### src/rtl/slm_defines.svh
// constants for the single-instruction loop mode controller
`ifndef SLM_DEFINES_SVH
`define SLM_DEFINES_SVH
`define SLM_LOOP_DISP 16'hFFFC
`define SLM_COUNT_EXHAUSTED 16'hFFFF
`define SLM_OP_MOVE_B 4'h1
`define SLM_OP_MOVE_L 4'h2
`define SLM_OP_MOVE_W 4'h3
`define SLM_OP_OR 4'h8
`define SLM_OP_SUB 4'h9
`define SLM_OP_CMP_EOR 4'hB
`define SLM_OP_AND 4'hC
`define SLM_OP_ADD 4'hD
`define SLM_OP_SHIFT 4'hE
`define SLM_OP_MISC 4'h4
`define SLM_OP_BRANCH 4'h5
`define SLM_TEST_DECREMENT_BRANCH_MASK 16'hF0F8
`define SLM_TEST_DECREMENT_BRANCH_CODE 16'h50C8
`define SLM_MODE_IND 3'h2
`define SLM_MODE_POST 3'h3
`define SLM_MODE_PRE 3'h4
`define SLM_MODE_DREG 3'h0
`define SLM_MODE_AREG 3'h1
`endif

### src/rtl/slm_pkg.sv
// types for the single-instruction loop mode controller
package slm_pkg;

    typedef enum logic [1:0] {
        SLM_IDLE,
        SLM_ARMED,
        SLM_LOOP
    } slm_state_t;

    // decoded view of the branch instruction at execution time
    typedef struct packed {
        logic valid;
        logic [15:0] opword;
        logic [15:0] disp;
        logic [15:0] count;
        logic cond_true;
    } slm_branch_t;

    // verdict of one branch execution
    typedef struct packed {
        logic valid;
        logic write_count;
        logic [15:0] count;
        logic taken;
        logic [31:0] next_pc;
    } slm_verdict_t;

    typedef struct packed {
        slm_state_t state;
        logic [15:0] looped_op;
        logic [15:0] branch_op;
        logic [15:0] branch_disp;
        logic active;
        logic fetch_inhibit;
        logic irq_window;
        logic refetch;
        logic [31:0] resume_pc;
        slm_verdict_t verdict;
    } slm_regs_t;

endpackage : slm_pkg

### src/rtl/slm_loop_ctrl.sv
// loop-mode controller of the instruction unit
//************************************************************
// Functional notes
//************************************************************
// Functional notes
// - count minus one: store it, fall through
// - condition true: discard count, fall through (code still stores the count FFFF when the count was zero)
// - otherwise add displacement to program counter
// - hold loop in decode register and queue
// - enter only: looping, disp -4, eligible target
// - switch on second fetch of looped op
// - no instruction fetches while looping
// - entry automatic, program results unchanged
// - interrupts accepted only after branch execution
// - interrupt exception ends loop mode
// - trace enabled keeps loop mode off
// - reset aborts loop mode
// - bus error exits; return skips loop refetch
// - only one-word indirect-mode forms qualify
// - move forms qualify
// - memory-to-data-register arithmetic qualifies
// - address-register add, compare, subtract qualify
// - data-register-to-memory arithmetic qualifies
// - single-operand memory forms qualify
// - word memory shifts by one qualify
`timescale 1ns/1ns
`default_nettype none
`include "slm_defines.svh"

module slm_loop_ctrl (
    input wire logic i_clk,
    input wire logic i_rst_n,
    input wire logic i_fetch_valid,
    input wire logic [15:0] i_fetch_word,
    input wire logic [31:0] i_fetch_pc,
    input wire slm_pkg::slm_branch_t i_branch,
    input wire logic [31:0] i_branch_pc,
    input wire logic i_irq_pending,
    input wire logic i_irq_taken,
    input wire logic i_trace_en,
    input wire logic i_bus_error,
    input wire logic i_rte_resume,
    output logic o_loop_active,
    output logic o_fetch_inhibit,
    output logic o_irq_window,
    output logic o_skip_refetch,
    output logic [15:0] o_looped_op,
    output logic [15:0] o_branch_op,
    output logic [15:0] o_branch_disp,
    output logic [31:0] o_resume_pc,
    output slm_pkg::slm_verdict_t o_verdict
);
    import slm_pkg::*;

    slm_regs_t s_reg;
    slm_regs_t s_next;

    //************************************************************
    // eligibility decode
    //************************************************************
    function automatic logic mem_mode(input logic [2:0] m);
        mem_mode = (m == `SLM_MODE_IND) || (m == `SLM_MODE_POST) || (m == `SLM_MODE_PRE);
    endfunction : mem_mode

    function automatic logic eligible(input logic [15:0] w);
        logic [3:0] grp;
        logic [2:0] dmode;
        logic [2:0] smode;
        logic [2:0] opm;
        logic ok;
        grp = w[15:12];
        dmode = w[8:6];
        smode = w[5:3];
        opm = w[8:6];
        ok = 1'b0;
        case (grp)
            `SLM_OP_MOVE_B, `SLM_OP_MOVE_L, `SLM_OP_MOVE_W: begin
                // memory to memory, or register to postincrement
                if (mem_mode(smode) && mem_mode(dmode))
                    ok = 1'b1;
                else if ((smode == `SLM_MODE_DREG || smode == `SLM_MODE_AREG)
                         && dmode == `SLM_MODE_POST && grp != `SLM_OP_MOVE_B)
                    ok = 1'b1;
                else if (smode == `SLM_MODE_DREG && dmode == `SLM_MODE_POST)
                    ok = 1'b1;
            end
            `SLM_OP_ADD, `SLM_OP_SUB, `SLM_OP_AND, `SLM_OP_OR, `SLM_OP_CMP_EOR: begin
                if (opm[2] == 1'b0 && opm[1:0] != 2'h3 && mem_mode(smode))
                    ok = (grp != `SLM_OP_CMP_EOR) || 1'b1;
                else if (opm[1:0] == 2'h3 && mem_mode(smode)
                         && grp != `SLM_OP_AND && grp != `SLM_OP_OR)
                    ok = 1'b1;
                else if (opm[2] && opm[1:0] != 2'h3 && mem_mode(smode)
                         && (grp == `SLM_OP_CMP_EOR || grp == `SLM_OP_ADD
                             || grp == `SLM_OP_SUB || grp == `SLM_OP_AND
                             || grp == `SLM_OP_OR))
                    ok = 1'b1;
            end
            `SLM_OP_MISC: begin
                // clear, negate, negate-extend, complement, test
                if ((w[11:8] == 4'h0 || w[11:8] == 4'h2 || w[11:8] == 4'h4
                     || w[11:8] == 4'h6 || w[11:8] == 4'hA)
                    && w[7:6] != 2'h3 && mem_mode(smode))
                    ok = 1'b1;
                else if (w[11:6] == 6'h20 && mem_mode(smode))
                    ok = 1'b1;
            end
            `SLM_OP_SHIFT: begin
                // memory shift form is word size and always one bit
                if (w[7:6] == 2'h3 && w[11] == 1'b0 && mem_mode(smode))
                    ok = 1'b1;
            end
            default: ok = 1'b0;
        endcase
        eligible = ok;
    endfunction : eligible

    logic is_branch_op;
    logic fetch_elig;
    logic [15:0] dec_count;
    logic count_done;
    logic loops;
    logic abort;

    always_comb begin
        is_branch_op = (i_branch.opword & `SLM_TEST_DECREMENT_BRANCH_MASK) == `SLM_TEST_DECREMENT_BRANCH_CODE;
        fetch_elig = eligible(i_fetch_word);
        dec_count = i_branch.count - 16'h0001;
        count_done = dec_count == `SLM_COUNT_EXHAUSTED;
        loops = !count_done && !i_branch.cond_true;
        // trace, interrupt or bus error drop the loop
        abort = i_trace_en || i_irq_taken || i_bus_error;
    end

    //************************************************************
    // next state
    //************************************************************
    always_comb begin
        s_next = s_reg;
        s_next.verdict.valid = 1'b0;
        s_next.verdict.write_count = 1'b0;
        s_next.refetch = 1'b0;
        if (i_branch.valid && is_branch_op) begin
            s_next.verdict.valid = 1'b1;
            s_next.verdict.count = dec_count;
            if (count_done) begin
                s_next.verdict.write_count = 1'b1;
                s_next.verdict.taken = 1'b0;
                s_next.verdict.next_pc = i_branch_pc + 32'h0000_0004;
            end else if (i_branch.cond_true) begin
                s_next.verdict.taken = 1'b0;
                s_next.verdict.next_pc = i_branch_pc + 32'h0000_0004;
            end else begin
                s_next.verdict.write_count = 1'b1;
                s_next.verdict.taken = 1'b1;
                s_next.verdict.next_pc = i_branch_pc + 32'h0000_0002
                    + {{16{i_branch.disp[15]}}, i_branch.disp};
            end
        end
        case (s_reg.state)
            SLM_IDLE: begin
                // a looping branch back over one word arms detection
                if (i_branch.valid && is_branch_op && loops && !i_trace_en
                    && i_branch.disp == `SLM_LOOP_DISP) begin
                    s_next.state = SLM_ARMED;
                    s_next.branch_op = i_branch.opword;
                    s_next.branch_disp = i_branch.disp;
                    s_next.resume_pc = i_branch_pc + 32'h0000_0004;
                end
            end
            SLM_ARMED: begin
                // second fetch of the target decides entry
                if (abort) begin
                    s_next.state = SLM_IDLE;
                end else if (i_fetch_valid && i_fetch_pc == s_reg.resume_pc - 32'h0000_0006) begin
                    if (eligible(i_fetch_word) && fetch_elig) begin
                        s_next.state = SLM_LOOP;
                        s_next.looped_op = i_fetch_word;
                        s_next.active = 1'b1;
                        s_next.fetch_inhibit = 1'b1;
                    end else begin
                        s_next.state = SLM_IDLE;
                    end
                end else if (i_fetch_valid && i_fetch_pc != s_reg.resume_pc - 32'h0000_0004) begin
                    s_next.state = SLM_IDLE;
                end
            end
            SLM_LOOP: begin
                // interrupts only sampled after the branch completes
                s_next.irq_window = i_branch.valid && is_branch_op && i_irq_pending;
                if (i_bus_error) begin
                    // the queue stays intact for the return to resume
                    s_next.fetch_inhibit = 1'b0;
                    s_next.active = 1'b0;
                end else if (i_rte_resume && !s_reg.active) begin
                    s_next.active = 1'b1;
                    s_next.fetch_inhibit = 1'b1;
                    s_next.refetch = 1'b1;
                end else if (i_trace_en || i_irq_taken
                             || (i_branch.valid && is_branch_op && !loops)) begin
                    s_next.state = SLM_IDLE;
                    s_next.active = 1'b0;
                    s_next.fetch_inhibit = 1'b0;
                    s_next.irq_window = 1'b0;
                end
            end
            default: s_next.state = SLM_IDLE;
        endcase
        if (s_next.state == SLM_IDLE) begin
            s_next.active = 1'b0;
            s_next.fetch_inhibit = 1'b0;
            s_next.irq_window = 1'b0;
        end
    end

    //************************************************************
    // state register
    //************************************************************
    always_ff @(posedge i_clk or negedge i_rst_n) begin
        if (!i_rst_n) begin
            s_reg <= '0;
        end else begin
            s_reg <= s_next;
        end
    end

    assign o_loop_active = s_reg.active;
    assign o_fetch_inhibit = s_reg.fetch_inhibit;
    assign o_irq_window = s_reg.irq_window;
    assign o_skip_refetch = s_reg.refetch;
    assign o_looped_op = s_reg.looped_op;
    assign o_branch_op = s_reg.branch_op;
    assign o_branch_disp = s_reg.branch_disp;
    assign o_resume_pc = s_reg.resume_pc;
    assign o_verdict = s_reg.verdict;

endmodule : slm_loop_ctrl
`default_nettype wire

### config.mk
export PLATFORM = sky130hd
export DESIGN_NAME = slm_loop_ctrl
export DESIGN_NICKNAME = d
export VERILOG_FILES = /design/src/rtl/slm_pkg.sv /design/src/rtl/slm_loop_ctrl.sv
export VERILOG_INCLUDE_DIRS = /design/src /design/src/rtl
export SDC_FILE = /design/constraint.sdc
export NUM_CORES = 1
export LEC_CHECK = 0
export BUFFER_PORTS_ARGS = -buffer_cell sky130_fd_sc_hd__buf_2
export CAP_MARGIN = 10
export CELL_PAD_IN_SITES_DETAIL_PLACEMENT = 0
export CELL_PAD_IN_SITES_GLOBAL_PLACEMENT = 2
export CORE_ASPECT_RATIO = 0.7
export CORE_MARGIN = 1
export CORE_UTILIZATION = 32
export DETAILED_ROUTE_END_ITERATION = 10
export GPL_ROUTABILITY_DRIVEN = 0
export PLACE_DENSITY_LB_ADDON = 0.15
export SYNTH_ARGS = -nofsm -noshare
export SYNTH_HDL_FRONTEND = slang
export SYNTH_SLANG_ARGS = --single-unit
### constraint.sdc
create_clock -name i_clk -period 5.01 [get_ports i_clk]
set_input_delay 1.002 -clock i_clk [delete_from_list [all_inputs] [get_ports i_clk]]
set_output_delay 1.002 -clock i_clk [all_outputs]
set_load 0.03 [all_outputs]
Yosys cells after proc, flatten, opt, wreduce, memory -nomap -nowiden

Cells that the tools add are included.

Register bits after elaboration: 137
Memory bits (read-only): 0
Output and inout port bits: 135
Bits in latches: 0
Memory bits (writable): 0
Memories: 0
Bits of input ports: 138
Word-level logic and storage cells: 160

Divide/modulo/power cells: 0
Add/subtract/negate cells: 6
Multiply operators: 0
Shifts and indexed selects: 0
Magnitude comparators: 0
Bitwise logic cells: 3
Equality and inequality tests: 38
Reduce and logical (&&, ||, !) cells: 60
Multiplexer cells: 39

Operators with widths:

| cell                  | number |
|---|---|
| $mux 33               | 2 |
| $sub 32x3->32 const B | 2 |
| $mux 51               | 1 |
| $add 32x2->32 const B | 1 |
| $add 32x3->32 const B | 1 |
| $add 32x32->32        | 1 |
| $eq 16x16->1 const B  | 2 |
| $eq 32x32->1          | 1 |
| $ne 32x32->1          | 1 |
| $mux 2                | 15 |
| $eq 4x4->1 const B    | 7 |
| $logic_and 1x1->1     | 28 |
| $logic_or 1x1->1      | 16 |
| $mux 1                | 16 |
| $sub 16x1->16 const B | 1 |
| $eq 3x2->1 const B    | 4 |
| $eq 4x2->1 const B    | 3 |
| $eq 4x3->1 const B    | 3 |
| $eq 9x8->1 const B    | 1 |
| $ne 3x3->1 const B    | 3 |
| $ne 4x4->1 const B    | 2 |
| $eq 3x3->1 const B    | 2 |
| $eq 6x6->1 const B    | 1 |
| $mux 3                | 2 |
| other kinds (22)      | 30 |

Longest topological paths before layout

Gate-level depths: netlist of run 1.

Depth after elaboration: 21
Depth in mapped cells: 15
Depth with buffers taken out: 15

Worst setup path before layout of run 1

OpenSTA, ideal clock, no wires.

Kind: in2reg
Start point: input i_branch[19] (netlist bit)
End point: register s_reg (netlist bit o_verdict[30])
Path buffers: 0
Stages: 11
Required time: 4885 ps
Data arrival time: 3699 ps
Slack: 1185 ps
Library setup time: 125 ps
Cells stage by stage: ha_1 -> ha_1 -> a211oi_1 -> o21bai_1 -> o41ai_1 -> a2111oi_0 -> o41ai_1 -> o21ai_0 -> a221oi_1 -> nor3b_1 -> nor3_1

Cells in the longest elaborated chain, start to end: 3

Ends and longest elaborated chain:

| item                 | line                 | text |
|---|---|---|
| from (decl)          | slm_loop_ctrl.sv:36  | `input wire slm_pkg::slm_branch_t i_branch,` |
| $add 32x32->32       | slm_loop_ctrl.sv:157 | `+ {{16{i_branch.disp[15]}}, i_branch.disp};` |
| $mux 33              | slm_loop_ctrl.sv:150 | `end else if (i_branch.cond_true) begin` |
| $mux 33              | slm_loop_ctrl.sv:146 | `if (count_done) begin` |
| to (signal assigned) | slm_loop_ctrl.sv:223 | `s_reg <= s_next;` |
| to (decl)            | slm_loop_ctrl.sv:55  | `slm_regs_t s_reg;` |

Every way passes these cells.
A chain may end at the register's enable or synchronous reset.

Final worst setup path of run 1

Start point: input i_branch[27] (netlist bit)
End point: register s_reg (netlist bit o_verdict[28])

Same word-level chain as after synthesis.

==> results of run 1 <==
## per-stage QoR
step	area, um2	hold slack, ns
after floorplan	10900	0.436
after global placement	11900	0.443
after detailed placement	11900	0.447
after CTS	12500	0.467
after global routing	12500	0.472
final	12500	0.463
## power groups by stage
stage	Clock (W)	Sequential, W	Combinational (W)
detailed placement	0	0.00114	0.000605
floorplan	0	0.00114	0.000384
CTS	0.00134	0.00112	0.000610
global placement	0	0.00114	0.000610
global route	0.00138	0.00112	0.000674
finish	0.00129	0.00112	0.000606
## worst paths after layout
path                                                    from                            end  slack (ns)  depth (start not counted)
worst max-delay path                            i_branch[27]      o_verdict[28]$_DFFE_PN0P_        0.55                         13
worst min-delay path            o_branch_disp[3]$_DFFE_PN0P_   o_branch_disp[3]$_DFFE_PN0P_        0.46                          1
worst max register to register    o_resume_pc[9]$_DFFE_PN0P_     o_looped_op[7]$_DFFE_PN0P_        0.73                          9
worst min register to register  o_branch_disp[3]$_DFFE_PN0P_   o_branch_disp[3]$_DFFE_PN0P_        0.46                          1
max in group asynchronous                            i_rst_n     o_looped_op[1]$_DFFE_PN0P_        3.44                          2
min in group asynchronous                            i_rst_n  o_branch_disp[13]$_DFFE_PN0P_        0.65                          1
## cells by family after synthesis
| logic type | Yosys count |
|---|---|
| AO/OA/AOI/OAI | 241 |
| XOR/XNOR | 123 |
| adder cells (fa/ha/maj) | 68 |
| buffers and inverters | 208 |
| flip-flops | 136 |
| multiplexers | 29 |
| AND/OR/NAND/NOR | 481 |
## final cells by class
| class | count | area [um2] | area share |
|---|---|---|---|
| multi-input combinational | 942 | 6260 | 0.501 |
| sequential | 136 | 3400 | 0.272 |
| timing repair buffer | 300 | 1590 | 0.127 |
| tap | 435 | 544 | 0.0436 |
| clock buffer | 18 | 439 | 0.0352 |
| clock inverter | 14 | 149 | 0.0119 |
| inverter | 27 | 101 | 0.00811 |
| antenna | 2 | 5.00 | 0.000401 |
## per-layer routing
layer / vias to the layer above / part of all wire
li1: 4708 / -
met1: 4579 / 0.52
met2: 259 / 0.41
met3: 22 / 0.057
met4: 2 / 0.0077
met5: - / 0.00031
## Yosys cell counts, types with 27 or more instances
library cell	instances	share of area
nor3_1	30	0.014
xor2_1	52	0.042
nand2_1	157	0.054
clkbuf_1	40	0.014
buf_4	132	0.091
nand3_1	37	0.017
ha_1	66	0.076
inv_1	27	0.0093
o21ai_0	78	0.036
a21oi_1	39	0.018
nor2_1	85	0.029
nand2b_1	33	0.019
xnor2_1	71	0.057
dfrtp_1	136	0.31
==> summary.md, run 1 <==
| Metric | Value |
|---|---|
| Setup Fix Bufs, Post-CTS | `0` |
| Reg clk slew, reported paths | `0.06 ns` |
| Post-route setup slack | `0.550 ns` |
| CTS tree | `yes` |
| Tightest Pin Transition | `1.16 ns` |
| Mux cell area share after synthesis | `0.0288` |
| RSZ-0062 raised after global routing | `no` |
| Final period utilization | `0.890` |
| Finished Layout Cells | `1874` |
| XOR/XNOR share of the synthesized area | `0.0985` |
| Synth Area per Inst | `8.50 um2` |
| Number of flip-flops under the largest register name | `51` |
| CP Cell Sequence | `buf_2 > ha_1 > ha_1 > nand4_1 > a211oi_1 > o41ai_1 > buf_4 > a2111oi_0 > o41ai_1 > o21ai_0 > mux2i_1 > o311ai_0 > nand2_1` |
| WS Path Type | `input pin to flip-flop` |
| Delay-heaviest family, CP | `compound AO/OA/AOI/OAI gates` |
| Total grt overflow | `0` |
| Flop pwr share | `0.371` |
| Worst EP arrival | `4.78 ns` |
| Sum of buffers and inverters on the critical path | `2` |
| Simple-Gate Fraction of Synth Area | `0.222` |
| Setup Skew | `0.0147 ns` |
| Depth of the CTS H-tree | `4` |
| Post-route DRC violation count | `0` |
| Maxcap violations | `0` |
| Tot Pwr | `0.00301 W` |
| Commonest non-fill, non-tap cell in the layout | `buf_2` |
| Final setup fails | `0` |
| Area Growth Syn to Fin | `14.2%` |
| FF+latch count, synth | `136` |
| Sw Share | `0.313` |
| Die W | `223 um` |
| Worst setup EP type | `flip-flop` |
| Gate Count Post-Synth | `1286` |
| Layout cells sized above 1 | `0.253` |
| Placed Cells | `1840` |
| Met3 Resource Use GR | `0.0503` |
| Commonest non-fill, non-tap cells in the layout | `buf_2 (271), nand2_1 (157), dfrtp_1 (136), nor2_1 (85), o21ai_0 (78)` |
| Leak | `6.30 nW` |
| Largest stage delay, worst path | `0.89 ns` |
| All-Layer GR Usage | `0.203` |
| Initial antenna violation count | `3` |
| Post-synth net total | `1491` |
| Hpwl dp | `28200 um` |
| CP max stage cell | `a2111oi_0` |
| Initial DRC count | `652` |
| Wire length per cell | `18.9 um` |
| Clk Latency, worst-skew pair | `0.44 ns` |
| Met2 usage | `0.288` |
| Post-synth EDFFs | `0` |
| Power per Cell Area | `241 mW/mm2` |
| WP data required | `5.33 ns` |
| Synth Flop Type | `dfrtp_1` |
| Post-Syn Area | `0.0109 mm2` |
| Via count | `9570` |
| Worst Hold Class | `flip-flop to flip-flop` |
| Core Footprint | `0.0336 mm2` |
| Fill cell count | `3576` |
| Grt met1 use | `0.307` |
| Status | `finished clean` |
| Die Span Y | `157 um` |
| Internal Power | `0.00207 W` |
| Period minus WS final | `4.46 ns` |
| Slew HR | `0.219` |
| Final WL | `35500 um` |
| Clk pwr share | `0.428` |
| Fin nets | `1629` |
| Cts bufs inserted | `17` |
| # hold bufs at CTS | `0` |
| Post-DRT Antenna Nets | `0` |
| Achievable frequency | `224 MHz` |
| Compound-gate portion of the synthesized area | `0.142` |
| Clk sinks | `136` |
| Largest net degree at the start of global routing | `95` |
| Crit-path max FO | `4` |
| Vias in the first global route | `8998` |
| Largest family of logic cells by synthesized area | `simple AND/OR/NAND/NOR gates` |
| Vias per cell | `5.11` |
| Maximum vdd drop | `0.187 mV` |
| Pre-CTS setup slack | `0.183 ns` |
| Post-Synth Adder-Cell Area | `0.0783` |
| Initial Util | `0.326` |
| Die Area | `0.0349 mm2` |
| Busiest grt layer | `met1` |
| Setup TNS Final | `0 ns` |
| Post-CTS sizing | `0` |
| Switching pwr | `0.000942 W` |
| Global-route wire length before repair | `54100 um` |
| Row cnt | `56` |
| Worst setup SP type | `input pin` |
| Register area share after synthesis | `0.311` |
| Finished Core Util | `0.372` |
| Port bufs | `272` |
| Final Hold Vio Count | `0` |
| Clock root buffer | `clkbuf_16` |
| Yosys warning total | `0` |
| Synth cell types | `74` |
| Final Max Tran Viols | `0` |
| CTS max path bufs | `2` |
| First-pass iteration count of the detailed router | `5` |
| Comb power frac | `0.201` |
| Asr flop ratio synth | `1.00` |
| IO Pins | `273` |
(Power assumes the default switching activity.)
==> run 2: changes to the inputs <==
--- a/config.mk
+++ b/config.mk
@@ -11,7 +11,7 @@
 export CELL_PAD_IN_SITES_DETAIL_PLACEMENT = 0
 export CELL_PAD_IN_SITES_GLOBAL_PLACEMENT = 2
 export CORE_ASPECT_RATIO = 0.7
-export CORE_MARGIN = 1
+export CORE_MARGIN = 3
 export CORE_UTILIZATION = 32
 export DETAILED_ROUTE_END_ITERATION = 10
 export GPL_ROUTABILITY_DRIVEN = 0
==> summary.md, run 2 (synthesized netlist as in run 1, its figures left out) <==
| Metric | Value |
|---|---|
| Post-route setup slack | `0.673 ns` |
| Reg clk slew, reported paths | `0.07 ns` |
| Final setup fails | `0` |
| Comb power frac | `0.201` |
| Clk sinks | `136` |
| Initial DRC count | `624` |
| Setup TNS Final | `0 ns` |
| Worst EP arrival | `4.66 ns` |
| Hold path start | `o_branch_disp[4]$_DFFE_PN0P_` |
| Die Area | `0.0365 mm2` |
| Tightest Pin Transition | `1.18 ns` |
| Power per Cell Area | `241 mW/mm2` |
| Global-route wire length before repair | `55800 um` |
| WP data required | `5.34 ns` |
| Achievable frequency | `231 MHz` |
| Pre-CTS setup slack | `0.576 ns` |
| Leak | `6.29 nW` |
| Reg2reg setup slack | `0.67 ns` |
| Final Max Tran Viols | `0` |
| Maxcap violations | `0` |
| Die Span Y | `161 um` |
| Crit-path max FO | `16` |
| Row cnt | `55` |
| Largest net degree at the start of global routing | `79` |
| Hold path cells | `1` |
| Post-route DRC violation count | `0` |
| Cts bufs inserted | `17` |
| Core Footprint | `0.0330 mm2` |
| Flip-flop and latch area | `0.00340 mm2` |
| Final period utilization | `0.866` |
| Port bufs | `272` |
| Hpwl dp | `29200 um` |
| Worst setup EP type | `flip-flop` |
| All-Layer GR Usage | `0.200` |
| Fin nets | `1628` |
| Layout cells sized above 1 | `0.252` |
| Finished Layout Cells | `1863` |
| First-pass iteration count of the detailed router | `5` |
| Period minus WS final | `4.34 ns` |
| Antenna Cells | `0` |
| Clk pwr share | `0.425` |
| Hold worst-path end | `o_branch_disp[4]$_DFFE_PN0P_` |
| IO Pins | `273` |
| Initial antenna violation count | `1` |
| Area used by multi-input combinational logic | `0.00626 mm2` |
| # hold bufs at CTS | `0` |
| RSZ-0062 raised after global routing | `no` |
| Placed Cells | `1831` |
| WS Path Type | `flip-flop to flip-flop` |
| Depth of the CTS H-tree | `4` |
| Sw Share | `0.314` |
| R2R depth | `11` |
| Maximum vdd drop | `0.162 mV` |
| Worst Hold Class | `flip-flop to flip-flop` |
| FF-to-FF End | `o_looped_op[3]$_DFFE_PN0P_` |
| Commonest non-fill, non-tap cells in the layout | `buf_2 (271), nand2_1 (157), dfrtp_1 (136), nor2_1 (85), o21ai_0 (78)` |
| Area Growth Syn to Fin | `13.9%` |
| Vias in the first global route | `9172` |
| Number of flip-flops under the largest register name | `51` |
| Commonest non-fill, non-tap cell in the layout | `buf_2` |
| Post-CTS sizing | `0` |
| Setup Fix Bufs, Post-CTS | `0` |
| Worst setup SP type | `flip-flop` |
| Via count | `9512` |
| Clock root buffer | `clkbuf_16` |
| Vias per cell | `5.11` |
| Worst R2R Start | `o_resume_pc[3]$_DFFE_PN0P_` |
| Initial Util | `0.332` |
| Slew HR | `0.203` |
| Die W | `227 um` |
| Switching pwr | `0.000941 W` |
| Total grt overflow | `0` |
| CTS tree | `yes` |
| Final WL | `36600 um` |
| Final Hold Vio Count | `0` |
| Post-DRT Antenna Nets | `0` |
| Status | `finished clean` |
| Setup Skew | `0.0111 ns` |
| CTS max path bufs | `2` |
| Flop pwr share | `0.374` |
| Wire length per cell | `19.6 um` |
| Fill cell count | `3485` |
| Internal Power | `0.00206 W` |
| Clk Latency, worst-skew pair | `0.44 ns` |
run 2: cell type report:
type                       instances  share of cell area
clock inverter                    15              0.0126
tap                              427              0.0429
multi-input combinational        942               0.503
inverter                          27             0.00814
timing repair buffer             299               0.126
sequential                       136               0.273
clock buffer                      17              0.0342
run 2: routing by layer:
metal | GRT usage | share of wire | wire length (um)
met5 | 0 | 0.00038 | 14
met4 | 0.0385 | 0.0085 | 310
met3 | 0.0418 | 0.052 | 1890
met2 | 0.287 | 0.42 | 15400
met1 | 0.307 | 0.52 | 18900
run 2: worst max-delay path by stage:
stage	end	start	cells after the start	slack (ns)
2_1_floorplan	o_verdict[30]$_DFFE_PN0P_	i_branch[19]	11	1.19
3_3_place_gp	o_verdict[30]$_DFFE_PN0P_	i_branch_pc[2]	15	0.60
3_5_place_dp	o_verdict[28]$_DFFE_PN0P_	i_branch[24]	15	0.58
4_1_cts	o_looped_op[3]$_DFFE_PN0P_	o_resume_pc[3]$_DFFE_PN0P_	11	0.78
5_1_grt	o_looped_op[4]$_DFFE_PN0P_	o_resume_pc[3]$_DFFE_PN0P_	11	0.43
6_report	o_looped_op[3]$_DFFE_PN0P_	o_resume_pc[3]$_DFFE_PN0P_	11	0.67
run 2: power by group through the flow:
stage / combinational (W) / clock, W / sequential [W]
floorplan: 0.000384 / 0 / 0.00114
global placement: 0.000607 / 0 / 0.00114
detailed placement: 0.000601 / 0 / 0.00114
CTS: 0.000606 / 0.00132 / 0.00112
global route: 0.000673 / 0.00137 / 0.00112
finish: 0.000602 / 0.00127 / 0.00112
run 2: critical path: stages, from the launching register on:
cell,delay (ns)
dfrtp_1,0.55
inv_1,0.13
ha_1,0.24
a211oi_1,0.59
nand4_1,0.16
o21bai_1,0.21
a2111oi_0,0.69
o2111ai_1,0.26
or4_4,0.48
nor3_4,0.24
buf_4,0.31
mux2_2,0.36
run 2: stage by stage:
stage / util / hold WS, ns / power (W) / cell area, um2
4_1_cts: 0.378 / 0.466 / 0.00305 / 12400
2_1_floorplan: - / 0.436 / 0.00152 / 10900
6_report: 0.378 / 0.459 / 0.00300 / 12400
5_1_grt: 0.378 / 0.474 / 0.00316 / 12400
3_5_place_dp: 0.360 / 0.448 / 0.00174 / 11900
3_3_place_gp: 0.360 / 0.443 / 0.00175 / 11900
==> run 3: changes to the inputs <==
==> constraint.sdc (replaced) <==
create_clock -name i_clk -period 5.01 [get_ports i_clk]
set_input_delay 0.2505 -clock i_clk [delete_from_list [all_inputs] [get_ports i_clk]]
set_output_delay 0.2505 -clock i_clk [all_outputs]
set_load 0.03 [all_outputs]
==> summary.md, run 3 (synthesized netlist as in run 1, its figures left out) <==
| Metric | Value |
|---|---|
| Worst EP arrival | `4.78 ns` |
| Commonest non-fill, non-tap cell in the layout | `buf_2` |
| Wire length per cell | `19.5 um` |
| Hpwl dp | `28400 um` |
| Reg clk slew, reported paths | `0.07 ns` |
| M1 wire length | `18300 um` |
| Setup Skew | `0.0131 ns` |
| Largest net degree at the start of global routing | `99` |
| Clock root buffer | `clkbuf_16` |
| Initial DRC count | `567` |
| Initial Util | `0.332` |
| Die W | `227 um` |
| Final Max Tran Viols | `0` |
| Worst Hold Class | `input pin to flip-flop` |
| Finished Core Util | `0.379` |
| IO Pins | `273` |
| CP max stage cell | `a211oi_1` |
| Cts bufs inserted | `17` |
| Status | `finished clean` |
| R2R depth | `11` |
| WP data required | `5.33 ns` |
| WS Path Type | `flip-flop to flip-flop` |
| Commonest non-fill, non-tap cells in the layout | `buf_2 (271), nand2_1 (157), dfrtp_1 (136), nor2_1 (85), o21ai_0 (78)` |
| Reg2reg setup slack | `0.55 ns` |
| Period minus WS final | `4.46 ns` |
| CP Cell Sequence | `inv_1 > ha_1 > a211oi_1 > nand4_1 > nor4_2 > xor2_1 > o221ai_1 > or4_4 > nor3_4 > buf_4 > mux2_2` |
| RSZ-0062 raised after global routing | `no` |
| Worst setup SP type | `flip-flop` |
| Via count | `9556` |
| Initial antenna violation count | `1` |
| CTS tree | `yes` |
| Post-route setup slack | `0.553 ns` |
| Area used by multi-input combinational logic | `0.00626 mm2` |
| Worst R2R Start | `o_resume_pc[3]$_DFFE_PN0P_` |
| Crit-path max FO | `16` |
| Largest stage delay, worst path | `0.67 ns` |
| Number of flip-flops under the largest register name | `51` |
| Flip-flop and latch area | `0.00340 mm2` |
| Area Growth Syn to Fin | `14.1%` |
| FF-to-FF End | `o_looped_op[2]$_DFFE_PN0P_` |
| Maxcap violations | `0` |
| Leak | `6.28 nW` |
| Port bufs | `272` |
| Maximum vdd drop | `0.188 mV` |
| Met3 wire len | `2340 um` |
| CTS max path bufs | `2` |
| Setup TNS Final | `0 ns` |
| Depth of the CTS H-tree | `4` |
| Final Hold Vio Count | `0` |
| Vias per cell | `5.13` |
| Post-DRT Antenna Nets | `0` |
| Pre-CTS setup slack | `0.615 ns` |
| All-Layer GR Usage | `0.198` |
| First-pass iteration count of the detailed router | `7` |
| Hold worst-path end | `o_looped_op[9]$_DFFE_PN0P_` |
| Die Area | `0.0365 mm2` |
| Achievable frequency | `224 MHz` |
| Clk Latency, worst-skew pair | `0.44 ns` |
| Global-route wire length before repair | `55500 um` |
| Power per Cell Area | `241 mW/mm2` |
| Tightest Pin Transition | `1.17 ns` |
| Clk sinks | `136` |
| Total grt overflow | `0` |
| Final setup fails | `0` |
| Fill cell count | `3455` |
| Worst setup EP type | `flip-flop` |
| Setup Fix Bufs, Post-CTS | `0` |
| Row cnt | `55` |
| Core Footprint | `0.0330 mm2` |
| Final WL | `36200 um` |
| Die Span Y | `161 um` |
| Slew HR | `0.198` |
| Post-route DRC violation count | `0` |
| Vias in the first global route | `9265` |
| Layout cells sized above 1 | `0.243` |
| Hold path start | `i_fetch_word[9]` |
| Top Layer Used | `met4` |
| Hold path cells | `2` |
| Fin nets | `1627` |
| Routed wl met2 | `15300 um` |
| Final period utilization | `0.890` |
-- run 3: layout make-up --
cell class                      instances  area share
Clock buffer                           19      0.0355
Multi-Input combinational cell        942       0.502
Clock inverter                         13      0.0115
Inverter                               27     0.00812
Sequential cell                       136       0.273
Timing Repair Buffer                  298       0.128
Tap cell                              427      0.0428
Antenna cell                            1    0.000201
-- run 3: worst max-delay path: cells and delay by family, from the launching register on --
family | cells | cell delay, ns
muxes | 1 | 0.38
AOI/OAI and AO/OA | 2 | 0.81
xor gates and xnor gates | 1 | 0.23
and+or+nand+nor | 4 | 1.65
DFF | 1 | 0.56
buffers and inverters | 2 | 0.46
adders and majority gates | 1 | 0.24
-- run 3: worst max path at each step --
stage                               startpoint                          to  slack [ns]
floorplan           o_resume_pc[3]$_DFFE_PN0P_  o_looped_op[0]$_DFFE_PN0P_        1.44
global placement    o_resume_pc[3]$_DFFE_PN0P_  o_looped_op[8]$_DFFE_PN0P_        0.67
detailed placement  o_resume_pc[3]$_DFFE_PN0P_  o_looped_op[2]$_DFFE_PN0P_        0.61
CTS                 o_resume_pc[3]$_DFFE_PN0P_  o_looped_op[2]$_DFFE_PN0P_        0.59
global route        o_resume_pc[3]$_DFFE_PN0P_  o_looped_op[2]$_DFFE_PN0P_        0.32
finish              o_resume_pc[3]$_DFFE_PN0P_  o_looped_op[2]$_DFFE_PN0P_        0.55
-- run 3: metal layers --
metal  GRT usage  vias to the layer above
li1            -                     4719
met1       0.303                     4558
met2       0.285                      260
met3      0.0446                       19
met4      0.0356                        0
met5           0                        -
-- run 3: repair_timing --
item,in CTS,in global routing
endpoints found under the hold margin,64,0
hold buffers,12,0
setup endpoints to repair,0,0
gates resized for setup,0,0
-- run 3: power by group --
part	total [W]	internal [W]	switching [W]
Combinational	0.000603	0.000242	0.000361
Clock	0.00129	0.000752	0.000539
Sequential	0.00112	0.00111	0.00000799
Total	0.00301	0.00211	0.000908
-- run 3: through the flow --
stage	cell area, um2	total power, W	hold slack [ns]	std cells
3_3_place_gp	11800	0.00174	0.443	1818
6_report	12500	0.00301	0.0486	1863
2_1_floorplan	10900	0.00152	-0.0451	1286
4_1_cts	12500	0.00306	0.0180	1862
5_1_grt	12500	0.00318	0.0335	1863
3_5_place_dp	11800	0.00173	0.447	1818
